[src/logic/sbm_pkg.sv]
package sbm_pkg;

	// ==========================================================
	// address layout
	// ==========================================================
	localparam int ADDR_W = 8; // bank bit plus seven-bit offset
	localparam int BANK_BIT = 7; // direct bank select seen on the address
	localparam logic [6:0] OFF_INDIRECT = 7'h00;
	localparam logic [6:0] OFF_PCL = 7'h02;
	localparam logic [6:0] OFF_STATUS = 7'h03;
	localparam logic [6:0] OFF_POINTER = 7'h04;
	localparam logic [6:0] OFF_HOLDING = 7'h0a;
	localparam logic [6:0] OFF_INTERRUPT_CONTROL = 7'h0b;
	localparam logic [6:0] OFF_PERIPHERAL_IRQ_FLAGS = 7'h0c;
	localparam logic [6:0] SFR_SPAN = 7'h20; // offsets below this are special registers

	// ==========================================================
	// core status layout and reset values
	// ==========================================================
	localparam int STATUS_TO_BIT = 4;
	localparam int STATUS_PD_BIT = 3;
	localparam logic [7:0] STATUS_POR = 8'h18;
	localparam logic [7:0] STATUS_WR_MASK = 8'he7; // timeout and power-down are read only
	localparam logic [7:0] STATUS_KEEP = 8'h07; // arithmetic flags survive other resets

	// ==========================================================
	// interrupt control and flags
	// ==========================================================
	localparam logic [7:0] INTERRUPT_CONTROL_RST = 8'h00;
	localparam logic [7:0] INTERRUPT_CONTROL_KEEP = 8'h01; // port change flag survives other resets
	localparam int INTERRUPT_CONTROL_FLAGS = 3; // low bits set by hardware
	localparam logic [7:0] PERIPHERAL_IRQ_FLAGS_RST = 8'h00;
	localparam logic [7:0] PERIPHERAL_IRQ_FLAGS_IMPL = 8'hcf; // bits 5:4 are unimplemented

	// ==========================================================
	// program counter
	// ==========================================================
	localparam int PC_W = 13;
	localparam int HOLD_W = 5;
	localparam int JUMP_W = 11;

	// ==========================================================
	// plain storage registers: offset, mask, power-on value,
	// other-reset value, bits kept on other resets, pin readback
	// ==========================================================
	localparam int NREG = 18;
	localparam int IDX_POINTER = 1;
	localparam int IDX_HOLDING = 2;
	localparam logic [6:0] REG_OFF [NREG] = '{7'h01, 7'h04, 7'h0a, 7'h0e, 7'h0f, 7'h10,
		7'h11, 7'h12, 7'h13, 7'h14, 7'h15, 7'h16, 7'h17, 7'h05, 7'h06, 7'h07, 7'h08, 7'h09};
	localparam logic [7:0] REG_MASK [NREG] = '{8'hff, 8'hff, 8'h1f, 8'hff, 8'hff, 8'h3f,
		8'hff, 8'h7f, 8'hff, 8'hff, 8'hff, 8'hff, 8'h3f, 8'h3f, 8'hff, 8'hff, 8'hff, 8'h07};
	localparam logic [7:0] REG_POR [NREG] = '{8'h00, 8'h00, 8'h00, 8'h00, 8'h00, 8'h00,
		8'h00, 8'h00, 8'h00, 8'h00, 8'h00, 8'h00, 8'h00, 8'h00, 8'h00, 8'h00, 8'h00, 8'h00};
	localparam logic [7:0] REG_OTHER [NREG] = '{8'h00, 8'h00, 8'h00, 8'h00, 8'h00, 8'h00,
		8'h00, 8'h00, 8'h00, 8'h00, 8'h00, 8'h00, 8'h00, 8'h00, 8'h00, 8'h00, 8'h00, 8'h00};
	localparam logic [7:0] REG_KEEP [NREG] = '{8'hff, 8'hff, 8'h00, 8'hff, 8'hff, 8'h3f,
		8'h00, 8'h00, 8'hff, 8'h00, 8'hff, 8'hff, 8'h00, 8'h3f, 8'hff, 8'hff, 8'hff, 8'h07};
	localparam logic REG_PIN [NREG] = '{1'b0, 1'b0, 1'b0, 1'b0, 1'b0, 1'b0, 1'b0, 1'b0,
		1'b0, 1'b0, 1'b0, 1'b0, 1'b0, 1'b1, 1'b1, 1'b1, 1'b1, 1'b1};
	localparam int IDX_PORT0 = 13;
	localparam int NPORT = 5;

endpackage

[src/logic/sbm_reg.sv]
`timescale 1ns/100ps
module sbm_reg
	import sbm_pkg::*;
#(
	parameter logic [7:0] MASK = 8'hff,
	parameter logic [7:0] POR_VAL = 8'h00,
	parameter logic [7:0] OTHER_VAL = 8'h00,
	parameter logic [7:0] KEEP = 8'h00
) (
	// clock and reset
	input wire logic clk,
	input wire logic sys_rst,
	input wire logic rst_por,
	// write side
	input wire logic we,
	input wire logic [7:0] wdata,
	// stored value
	output logic [7:0] q
);

	logic [7:0] next_q; // value for the coming edge

	// ==========================================================
	// next value: unimplemented bits stay zero
	// ==========================================================
	always_comb begin
		next_q = q;
		if (sys_rst) begin
			// power-up resets load fully, others keep the unchanged bits
			if (rst_por) begin
				next_q = POR_VAL & MASK;
			end else begin
				next_q = ((q & KEEP) | (OTHER_VAL & ~KEEP)) & MASK;
			end
		end else if (we) begin
			next_q = wdata & MASK;
		end
	end

	// register only
	always_ff @(posedge clk) begin
		q <= next_q;
	end

endmodule

[src/logic/sbm_pc.sv]
`timescale 1ns/100ps
module sbm_pc
	import sbm_pkg::*;
(
	// clock and reset
	input wire logic clk,
	input wire logic sys_rst,
	// counter controls
	input wire logic pc_step,
	input wire logic low_we,
	input wire logic [7:0] low_wdata,
	input wire logic jump_en,
	input wire logic [JUMP_W-1:0] jump_target,
	input wire logic [HOLD_W-1:0] holding,
	// counter value
	output logic [PC_W-1:0] pc
);

	logic [PC_W-1:0] next_pc; // value for the coming edge

	// ==========================================================
	// next counter: a low-byte write beats a jump beats a step
	// ==========================================================
	always_comb begin
		next_pc = pc;
		if (sys_rst) begin
			next_pc = '0;
		end else if (low_we) begin
			// upper bits come only from the holding register
			next_pc = {holding, low_wdata};
		end else if (jump_en) begin
			next_pc = {holding[HOLD_W-1:HOLD_W-2], jump_target};
		end else if (pc_step) begin
			next_pc = pc + 13'h0001;
		end
	end

	// register only
	always_ff @(posedge clk) begin
		pc <= next_pc;
	end

endmodule

[src/logic/sbm_map_top.sv]
// Contract
// - unmapped locations read zero, ignore writes
// - shared core registers mirror in both banks
// - upper counter loaded from holding register; a jump loads only bits 12:11 from it
// - power-up resets differ from other resets
`timescale 1ns/100ps
module sbm_map_top
	import sbm_pkg::*;
(
	// clock and reset
	input wire logic clk,
	input wire logic sys_rst,
	input wire logic rst_por,
	input wire logic [1:0] rst_to_pd,
	// register port from the core
	input wire logic [ADDR_W-1:0] addr,
	input wire logic [7:0] wdata,
	input wire logic wr_stb,
	input wire logic rd_stb,
	output logic [7:0] rd_data,
	// data memory port
	output logic [ADDR_W-1:0] dmem_addr,
	output logic [7:0] dmem_wdata,
	output logic dmem_we,
	output logic dmem_re,
	input wire logic [7:0] dmem_rdata,
	// program counter
	input wire logic pc_step,
	input wire logic jump_en,
	input wire logic [JUMP_W-1:0] jump_target,
	output logic [PC_W-1:0] pc,
	// interrupt flag events
	input wire logic [INTERRUPT_CONTROL_FLAGS-1:0] interrupt_control_set,
	input wire logic [7:0] peripheral_irq_flags_set,
	output logic [7:0] interrupt_control,
	output logic [7:0] peripheral_irq_flags,
	output logic [7:0] core_status,
	// plain registers and port pins
	output logic [NREG*8-1:0] sfr_q,
	input wire logic [NPORT*8-1:0] port_pins
);

	// ==========================================================
	// decode
	// ==========================================================
	logic [7:0] reg_q [NREG]; // plain register values
	logic [ADDR_W-1:0] eff_addr; // address after indirection
	logic is_indirect; // access names the indirect location
	logic in_sfr; // effective address inside the special window
	logic bank_ok; // bank 0, or a register shared by both banks
	logic sfr_ok; // an access that this map may answer
	logic to_dmem; // access that goes to data memory
	logic [NREG-1:0] hit; // plain register selected
	logic hit_pcl; // program counter low selected
	logic hit_status; // core status selected
	logic hit_interrupt_control; // interrupt control selected
	logic hit_peripheral_irq_flags; // peripheral flags selected
	logic acc; // either strobe
	logic [7:0] next_rd_q; // sfr read value for the next cycle
	logic [7:0] rd_sfr; // registered sfr read value
	logic next_rd_dmem; // next cycle answers from memory
	logic rd_dmem; // this cycle answers from memory

	// shared core registers respond in both banks
	function automatic logic is_shared(input logic [6:0] off);
		is_shared = (off == OFF_INDIRECT) || (off == OFF_PCL) || (off == OFF_STATUS) ||
			(off == OFF_POINTER) || (off == OFF_HOLDING) || (off == OFF_INTERRUPT_CONTROL);
	endfunction

	assign acc = wr_stb | rd_stb;

	// the indirect location swaps in the pointer as the address
	always_comb begin
		is_indirect = (addr[6:0] == OFF_INDIRECT);
		eff_addr = is_indirect ? reg_q[IDX_POINTER] : addr;
		in_sfr = (eff_addr[6:0] < SFR_SPAN);
		bank_ok = !eff_addr[BANK_BIT] || is_shared(eff_addr[6:0]);
		// an indirect pointing at the indirect location reaches nothing
		sfr_ok = in_sfr && bank_ok && (eff_addr[6:0] != OFF_INDIRECT);
		to_dmem = acc && !in_sfr;
		hit_pcl = sfr_ok && (eff_addr[6:0] == OFF_PCL);
		hit_status = sfr_ok && (eff_addr[6:0] == OFF_STATUS);
		hit_interrupt_control = sfr_ok && (eff_addr[6:0] == OFF_INTERRUPT_CONTROL);
		hit_peripheral_irq_flags = sfr_ok && (eff_addr[6:0] == OFF_PERIPHERAL_IRQ_FLAGS);
		for (int i = 0; i < NREG; i++) begin
			hit[i] = sfr_ok && (eff_addr[6:0] == REG_OFF[i]);
		end
	end

	// memory port sees the pointer address the same cycle
	assign dmem_addr = eff_addr;
	assign dmem_wdata = wdata;
	assign dmem_we = wr_stb && to_dmem;
	assign dmem_re = rd_stb && to_dmem;

	// ==========================================================
	// plain registers, one instance each
	// ==========================================================
	genvar gi;
	generate
		for (gi = 0; gi < NREG; gi++) begin : g_reg
			sbm_reg #(
				.MASK(REG_MASK[gi]),
				.POR_VAL(REG_POR[gi]),
				.OTHER_VAL(REG_OTHER[gi]),
				.KEEP(REG_KEEP[gi])
			) u_reg (
				.clk(clk),
				.sys_rst(sys_rst),
				.rst_por(rst_por),
				.we(wr_stb && hit[gi]),
				.wdata(wdata),
				.q(reg_q[gi])
			);
			assign sfr_q[gi*8 +: 8] = reg_q[gi];
		end
	endgenerate

	// ==========================================================
	// program counter; upper bits hidden behind the holding register
	// ==========================================================
	sbm_pc u_pc (
		.clk(clk),
		.sys_rst(sys_rst),
		.pc_step(pc_step),
		.low_we(wr_stb && hit_pcl),
		.low_wdata(wdata),
		.jump_en(jump_en),
		.jump_target(jump_target),
		.holding(reg_q[IDX_HOLDING][HOLD_W-1:0]),
		.pc(pc)
	);

	// ==========================================================
	// status, interrupt control and peripheral flags
	// ==========================================================
	logic [7:0] next_status; // status for the coming edge
	logic [7:0] next_interrupt_control; // interrupt control for the coming edge
	logic [7:0] next_peripheral_irq_flags; // peripheral flags for the coming edge

	// flags set by hardware win over a software clear in the same cycle
	always_comb begin
		next_status = core_status;
		next_interrupt_control = interrupt_control;
		next_peripheral_irq_flags = peripheral_irq_flags;
		if (sys_rst) begin
			if (rst_por) begin
				next_status = STATUS_POR;
				next_interrupt_control = INTERRUPT_CONTROL_RST;
			end else begin
				// timeout and power-down tell the cause of the reset
				next_status = (core_status & STATUS_KEEP) |
					{3'h0, rst_to_pd, 3'h0};
				next_interrupt_control = (interrupt_control & INTERRUPT_CONTROL_KEEP) |
					(INTERRUPT_CONTROL_RST & ~INTERRUPT_CONTROL_KEEP);
			end
			next_peripheral_irq_flags = PERIPHERAL_IRQ_FLAGS_RST;
		end else begin
			if (wr_stb && hit_status) begin
				// reserved bank bits are stored as written; software keeps them clear
				next_status = (wdata & STATUS_WR_MASK) | (core_status & ~STATUS_WR_MASK);
			end
			if (wr_stb && hit_interrupt_control) begin
				next_interrupt_control = wdata;
			end
			if (wr_stb && hit_peripheral_irq_flags) begin
				next_peripheral_irq_flags = wdata & PERIPHERAL_IRQ_FLAGS_IMPL;
			end
			next_interrupt_control[INTERRUPT_CONTROL_FLAGS-1:0] = next_interrupt_control[INTERRUPT_CONTROL_FLAGS-1:0] | interrupt_control_set;
			next_peripheral_irq_flags = next_peripheral_irq_flags | (peripheral_irq_flags_set & PERIPHERAL_IRQ_FLAGS_IMPL);
		end
	end

	// register only
	always_ff @(posedge clk) begin
		core_status <= next_status;
		interrupt_control <= next_interrupt_control;
		peripheral_irq_flags <= next_peripheral_irq_flags;
	end

	// ==========================================================
	// read path: answer in the cycle after the strobe
	// ==========================================================
	always_comb begin
		next_rd_q = 8'h00; // unmapped and empty locations read zero
		next_rd_dmem = rd_stb && to_dmem;
		if (rd_stb && sfr_ok) begin
			if (hit_pcl) begin
				next_rd_q = pc[7:0];
			end else if (hit_status) begin
				next_rd_q = core_status;
			end else if (hit_interrupt_control) begin
				next_rd_q = interrupt_control;
			end else if (hit_peripheral_irq_flags) begin
				next_rd_q = peripheral_irq_flags;
			end
			for (int i = 0; i < NREG; i++) begin
				if (hit[i]) begin
					// ports return pin levels, other registers their latch
					// non-port entries point at port 0 so the slice stays in range
					next_rd_q = REG_PIN[i] ?
						(port_pins[((i >= IDX_PORT0) ? (i - IDX_PORT0) : 0)*8 +: 8] &
						REG_MASK[i]) : reg_q[i];
				end
			end
		end
		if (sys_rst) begin
			next_rd_q = 8'h00;
			next_rd_dmem = 1'b0;
		end
	end

	// register only
	always_ff @(posedge clk) begin
		rd_sfr <= next_rd_q;
		rd_dmem <= next_rd_dmem;
	end

	// memory data is already registered by the memory itself
	assign rd_data = rd_dmem ? dmem_rdata : rd_sfr;

	logic unmapped_acc; // access at a bank 0 location with no register
	assign unmapped_acc = !addr[BANK_BIT] && ((addr[6:0] == 7'h0d) ||
		((addr[6:0] >= 7'h18) && (addr[6:0] < SFR_SPAN)));
endmodule

[config.mk]
export PLATFORM = sky130hd
export DESIGN_NAME = sbm_map_top
export DESIGN_NICKNAME = d
export VERILOG_FILES = /design/src/logic/sbm_pkg.sv /design/src/logic/sbm_reg.sv /design/src/logic/sbm_pc.sv /design/src/logic/sbm_map_top.sv
export SDC_FILE = /design/constraint.sdc
export NUM_CORES = 1
export LEC_CHECK = 0
export BUFFER_PORTS_ARGS = -buffer_cell sky130_fd_sc_hd__buf_2
export CAP_MARGIN = 0
export CORE_MARGIN = 2
export CORE_UTILIZATION = 54
export CTS_BUF_LIST = sky130_fd_sc_hd__clkbuf_4
export DETAILED_ROUTE_END_ITERATION = 16
export PLACE_DENSITY = 0.83
export SLEW_MARGIN = 10
export SYNTH_ARGS = -nofsm -noshare
export SYNTH_HDL_FRONTEND = slang
export SYNTH_HIERARCHICAL = 1
export SYNTH_SLANG_ARGS = --single-unit
[constraint.sdc]
create_clock -name clk -period 3.9 [get_ports clk]
set_clock_uncertainty 0.15 [all_clocks]
set_input_delay 0.585 -clock clk [delete_from_list [all_inputs] [get_ports clk]]
set_output_delay 0.585 -clock clk [all_outputs]
set_load 0.01 [all_outputs]
=== Yosys cells after proc, flatten, opt, wreduce, memory -nomap -nowiden ===
Index checks and enable logic that the tools add are counted.

* Bits in latches: 0
* Bits in registers: 184
* Output and inout port bits: 207
* Bits in read-only memories: 0
* Input port bits: 95
* Logic and storage cells: 218
* Bits in writable memories: 0
* Memories: 0

* Muxes and demuxes: 65
* Shifts and indexed selects: 0
* Bitwise operators: 6
* Multipliers: 0
* Magnitude comparators: 1
* Reduce and logical (&&, ||, !) cells: 92
* $add $sub $neg: 1
* Eq/ne operators: 23
* Divide/modulo/power cells: 0

{| class="wikitable"
|+ Operators with widths
! kind !! count
|-
| $mux W8 || 57
|-
| $eq A7 B5 Y1 const B || 8
|-
| $logic_and A1 B1 Y1 || 50
|-
| $eq A7 B4 Y1 const B || 7
|-
| $mux W13 || 3
|-
| $reduce_bool A2 Y1 || 15
|-
| $eq A7 B3 Y1 const B || 4
|-
| $reduce_and A2 Y1 || 13
|-
| $eq A7 B2 Y1 const B || 2
|-
| $logic_not A7 Y1 || 2
|-
| $add A13 B1 Y13 const B || 1
|-
| $or A8 B5 Y8 || 1
|-
| $or A8 B8 Y8 || 1
|-
| $eq A7 B1 Y1 const B || 1
|-
| $lt A7 B6 Y1 const B || 1
|-
| $reduce_bool A7 Y1 || 1
|-
| $logic_or A1 B1 Y1 || 6
|-
| $mux W3 || 2
|-
| $mux W6 || 1
|-
| $mux W5 || 1
|-
| $or A3 B5 Y5 || 1
|-
| $or A3 B3 Y3 || 1
|-
| $reduce_bool A3 Y1 || 1
|-
| $reduce_or A3 Y1 || 1
|-
| other kinds (6) || 7
|}

=== Logic depth before layout (Yosys ltp) ===
* Depth after elaboration: 34
* Depth in mapped cells: 11
* Depth with buffers taken out: 9

=== Modules after synthesis ===
Netlist, hierarchy kept.

{| class="wikitable"
|+ By module, submodules not included
! module !! instances !! seq. area each (um^2) !! area each (um^2) !! cells each
|-
| sbm_map_top || 1 || 760.7 || 3751.1 || 507
|-
| sbm_reg at g_reg[0].u_reg ... || 10 || 240.2 || 325.3 || 17
|-
| sbm_pc || 1 || 260.2 || 940.9 || 116
|-
| sbm_reg at g_reg[6].u_reg ... || 2 || 160.2 || 285.3 || 26
|-
| sbm_reg at g_reg[13].u_reg ... || 2 || 180.2 || 266.5 || 16
|-
| sbm_reg at g_reg[7].u_reg || 1 || 140.1 || 259.0 || 24
|-
| sbm_reg at g_reg[12].u_reg || 1 || 120.1 || 232.7 || 22
|-
| sbm_reg at g_reg[2].u_reg || 1 || 100.1 || 206.4 || 20
|-
| sbm_reg at g_reg[17].u_reg || 1 || 90.1 || 172.7 || 13
|}

=== Worst setup path before layout ===
OpenSTA, ideal clock, no wires.

* Path kind: input to register
* From: in addr[5]
* To: reg rd_sfr[1]
* Stages: 9
* Data arrival time: 2897 ps
* Data required time: 3655 ps
* Library setup time: 95 ps
* Slack: 758 ps
* Path buffers: 2
* Cell sequence: buf_2 > or4_4 > buf_6 > o21a_1 > a221oi_4 > nor2_4 > or4b_1 > a31o_2 > o311ai_1

* Word-level cells in the longest chain between the ends: 34
* Elaborated cells between the ends (all ways): 83
* Those cells by class: order compare (1); eq/ne (22); mux (23); bitwise (1); reduce/logical (36)

{| class="wikitable"
|+ Ends and longest elaborated chain
! what !! RTL line !! source
|-
| start: declaration || sbm_map_top.sv:16 || <nowiki>input wire logic [ADDR_W-1:0] addr,</nowiki>
|-
| $logic_not A7 Y1 || sbm_map_top.sv:74 || <nowiki>is_indirect = (addr[6:0] == OFF_INDIRECT);</nowiki>
|-
| $mux W8 * || sbm_map_top.sv:75 || <nowiki>eff_addr = is_indirect ? reg_q[IDX_POINTER] : addr;</nowiki>
|-
| $eq A7 B2 Y1 / $logic_not A7 Y1 (equally long branches) || sbm_map_top.sv:66, sbm_map_top.sv:81 ||
|-
| $logic_or A1 B1 Y1 (3 in a row) || sbm_map_top.sv:66 || <nowiki>is_shared = (off == OFF_INDIRECT) || (off == OFF_PCL) || (off == OFF_STATUS) ||</nowiki>
|-
| $logic_or A1 B1 Y1 (2 in a row) || sbm_map_top.sv:67 || <nowiki>(off == OFF_POINTER) || (off == OFF_HOLDING) || (off == OFF_INTERRUPT_CONTROL);</nowiki>
|-
| $logic_or A1 B1 Y1 || sbm_map_top.sv:77 || <nowiki>bank_ok = !eff_addr[BANK_BIT] || is_shared(eff_addr[6:0]);</nowiki>
|-
| $logic_and A1 B1 Y1 (2 in a row) || sbm_map_top.sv:79 || <nowiki>sfr_ok = in_sfr && bank_ok && (eff_addr[6:0] != OFF_INDIRECT);</nowiki>
|-
| $logic_and A1 B1 Y1 || sbm_map_top.sv:84 || <nowiki>hit_peripheral_irq_flags = sfr_ok && (eff_addr[6:0] == OFF_PERIPHERAL_IRQ_FLAGS);</nowiki>
|-
| $mux W8 || sbm_map_top.sv:194 || <nowiki>end else if (hit_peripheral_irq_flags) begin</nowiki>
|-
| $mux W8 || sbm_map_top.sv:192 || <nowiki>end else if (hit_interrupt_control) begin</nowiki>
|-
| $mux W8 || sbm_map_top.sv:190 || <nowiki>end else if (hit_status) begin</nowiki>
|-
| $mux W8 || sbm_map_top.sv:188 || <nowiki>if (hit_pcl) begin</nowiki>
|-
| $mux W8 (17 in a row) || sbm_map_top.sv:198 || <nowiki>if (hit[i]) begin</nowiki>
|-
| $mux W3 || sbm_map_top.sv:198 ||
|-
| end signal: assignment || sbm_map_top.sv:215 || <nowiki>rd_sfr <= next_rd_q;</nowiki>
|-
| end: declaration || sbm_map_top.sv:60 || <nowiki>logic [7:0] rd_sfr;</nowiki>
|}

Mark *: on every way between the ends. The rest lies on a longest branch, timed or not.
A chain may end at the register's enable or synchronous reset.

=== Worst setup path after layout ===
* From: reg g_reg[1].u_reg.q[4]
* To: reg rd_sfr[3]

* Word-level cells in the longest chain between the ends: 32
* Elaborated cells between the ends (all ways): 80
* Those cells by class: order compare (1); eq/ne (22); mux (22); bitwise (1); reduce/logical (34)

{| class="wikitable"
|+ Ends and longest elaborated chain
! what !! RTL line !! source
|-
| start: declaration || sbm_reg.sv:18 || <nowiki>output logic [7:0] q</nowiki>
|-
| start signal: assignment || sbm_reg.sv:42 || <nowiki>q <= next_q;</nowiki>
|-
| $mux W8 * || sbm_map_top.sv:75 ||
|-
| $eq A7 B2 Y1 / $logic_not A7 Y1 (equally long branches) || sbm_map_top.sv:66, sbm_map_top.sv:81 ||
|-
| $logic_or A1 B1 Y1 (3 in a row) || sbm_map_top.sv:66 ||
|-
| $logic_or A1 B1 Y1 (2 in a row) || sbm_map_top.sv:67 ||
|-
| $logic_or A1 B1 Y1 || sbm_map_top.sv:77 ||
|-
| $logic_and A1 B1 Y1 (2 in a row) || sbm_map_top.sv:79 ||
|-
| $logic_and A1 B1 Y1 || sbm_map_top.sv:84 ||
|-
| $mux W8 || sbm_map_top.sv:194 ||
|-
| $mux W8 || sbm_map_top.sv:192 ||
|-
| $mux W8 || sbm_map_top.sv:190 ||
|-
| $mux W8 || sbm_map_top.sv:188 ||
|-
| $mux W8 (17 in a row) || sbm_map_top.sv:198 ||
|}

Marks and branches as above.

==> out/results.tsv <==
stage	metric	value	unit
sta	max_freq	278	MHz
synth	async_flop_share	0	%
placed_design	io_buffer_count	275	
clocking	clk_pin_slew_worst_paths	0.15	ns
worst_setup_path	cp_common_cell	nor3_1	
synth	mappedNetlistArea	9920	µm²
synth	yosys.area.top_type	edfxtp_1	
clocking	cts_num_sinks	173	
min_path	min_path_type	in -> reg	
worst_setup_path	crit_path_end_kind	flop	
sta	period_share	92.4	%
route	num_vias	9497	
floorplanning	die_w	140	µm
clocking	cts_tree	built	
sta	slew_viol_final	0	
worst_setup_path	cp.buffers_inverters	0	
route	drcViolationCount	0	
synth	syn_area_per_cell	10.4	µm²
power_and_ir_drop	max-vdd-ir-drop	0.224	mV
placed_design	dp_slack	0.253	ns
floorplanning	fp.dieArea	19500	µm²
clocking	max-clock-path-buffers	2	
grt	track_usage	35.9	%
clocking	clock-root-buffer	clkbuf_4	
outcome	status	finished clean	
power_and_ir_drop	power_leakage	5.01	nW
worst_setup_path	crit_slowest_cell	nor3_1	
synth	seq_area_frac_synth	45.9	%
clocking	insertion_delay	0.58	ns
sta	hold_violations	0	
synth	netlist.area_leader.share	33.0	%
sta	rsz0062_at_grt	no	
finish	seqCellArea	4550	µm²
clocking	cts_hold_buf	0	
floorplanning	rows	49	
worst_setup_path	worstPathArrival	3.97	ns
route	ant_nets	0	
flow_run	maxCapViolations	0	
sta	fin_tns_setup	0	ns
finish	num-fill-cells	1468	
clocking	cts-resized-gates	0	
sta	fin_crit	3.60	ns
finish	final_area	12000	µm²
clocking	numCtsBuffers	17	
synth	ys.flop_type	edfxtp_1	
route	first_pass_iters	7	
placed_design	place_congestion	1.02	
route	wl_per_cell	24.3	µm
power_and_ir_drop	power.density	329	nW/µm²
finish	nets	1348	
finish	multi_input_area	4830	µm²
floorplanning	chipHeight	140	µm
grt	grt_pass1_wl	53300	µm
sta	setup_violations	0	
clocking	post_cts_buffers	0	
synth	ys_seq_elements	173	
grt	grt_max_degree	79	
finish	final_layout_size_suffix_gt1_share	40.2	%
worst_setup_path	start_kind	flop	
synth	synth_edf_count	109	
route	wirelength	36400	µm
floorplanning	core	18000	µm²
grt	grt_pass1_vias	8898	
worst_setup_path	critPathKind	reg -> reg	
worst_setup_path	slowest_delay	0.89	ns
placed_design	dp_hpwl	26500	µm
finish	final_common_cell	buf_2	
worst_setup_path	path_max_fanout	9	
synth	synth.distinct_cells	90	
finish	area_growth	20.6	%
finish	fin_util	66.6	%
route	viasPerCell	6.35	
synth	ys_top_cells_by_area	edfxtp_1 33%, dfxtp_1 13%, and2b_2 8.4%, mux2i_1 4.7%, nor2_1 3.9%	
synth	netlist_instances	956	
sta	tightest_slew	1.06	ns
sta	fin_ws	0.298	ns
worst_setup_path	cp_cell_sequence	nor3_1 -> o21ai_1 -> nor3_1 -> a222oi_1 -> o21a_1 -> a211oi_1 -> o31ai_1 -> a41oi_1	
sta	fin_worst_hold_slack	0.0717	ns
finish	final_cell_mix	274 x buf_2, 109 x edfxtp_1, 103 x nor2_1, 95 x and2b_2, 64 x dfxtp_1	
grt	grt-ovfl-total	0	
placed_design	placed_area	11600	µm²
grt	antenna_found_initial	2	
sta	slew_headroom	29.1	%
worst_setup_path	crit_family	compound AO/OA/AOI/OAI gates	
synth	yosys_warnings	6	
floorplanning	ioPinCount	302	
route	drt_iter0_drc	1290	
worst_setup_path	crit_required	4.27	ns
clocking	htreeDepth	4	
floorplanning	initial_utilization	55.2	%
## where the power goes
part | internal, W | total, W | switching [W] | leakage [nW]
Combinational | 0.000252 | 0.000642 | 0.000390 | 3.35
Sequential | 0.00205 | 0.00213 | 0.0000837 | 1.49
Clock | 0.000517 | 0.00117 | 0.000648 | 0.172
## flip-flops by register name, indices dropped and copies added (netlist names)
signal / flops
u_pc/pc: 13
rd_sfr: 8
peripheral_irq_flags: 6
interrupt_control: 8
g.u_reg/q: 129
rd_dmem: 1
core_status: 8
## cell usage after synthesis, types with 16 or more instances
library cell	number
nand3_1	25
nor2_1	103
edfxtp_1	109
and2b_2	95
o21ai_0	22
buf_4	26
nor2b_1	17
clkbuf_1	20
a221oi_1	16
inv_1	28
dfxtp_1	64
a21oi_1	35
nor3_1	27
nand2_1	43
mux2i_1	47
## final timing paths
check	from	to	slack, ns	depth (start not counted)
setup / recovery	g_reg[1].u_reg/q[4]	rd_sfr[3]	0.30	8
hold / removal	peripheral_irq_flags_set[1]	peripheral_irq_flags[1]	0.07	3
hold reg to reg	g_reg[6].u_reg/q[5]	g_reg[6].u_reg/q[5]	0.40	2
setup reg to reg	g_reg[1].u_reg/q[4]	rd_sfr[3]	0.30	8
## cell type report
type	count	share of cell area [%]
Sequential cell	173	38.1
Antenna cell	2	0.0418
Inverter	31	0.973
Clock buffer	18	1.13
Timing Repair Buffer	335	15.4
Tap cell	229	2.40
Clock inverter	14	1.58
Multi-Input combinational cell	694	40.4
## worst register-to-register path: cells and delay by family, from the launching register on
kind               cells  cell delay [ns]
and+or+nand+nor        2             1.31
DFF                    1             0.61
AOI/OAI and AO/OA      6             1.48
## metrics by stage
stage | std cells | total power (W)
finish | 1496 | 0.00394
global placement | 1462 | 0.00278
global route | 1495 | 0.00405
floorplan | 966 | 0.00248
CTS | 1494 | 0.00393
detailed placement | 1462 | 0.00279
## logic make-up after synthesis
family          count (synthesis)  share of synthesized area (%)
simple gates                  382                           23.2
compound gates                220                           16.5
flops                         173                           45.9
buf+inv                        99                           5.79
mux                            69                           7.73
other cells                     7                          0.265
xor+xnor                        5                          0.441
fa+ha+maj                       1                          0.126
## routing by layer
layer  track usage, %  part of all wire (%)  up-vias
met2             57.4                    46      705
met1             46.9                    37     4531
met5                0                     0        -
met4             12.9                   4.1        0
met3             10.3                    13      123
li1                 -                     -     4138
Power figures use the tool's default switching activity.
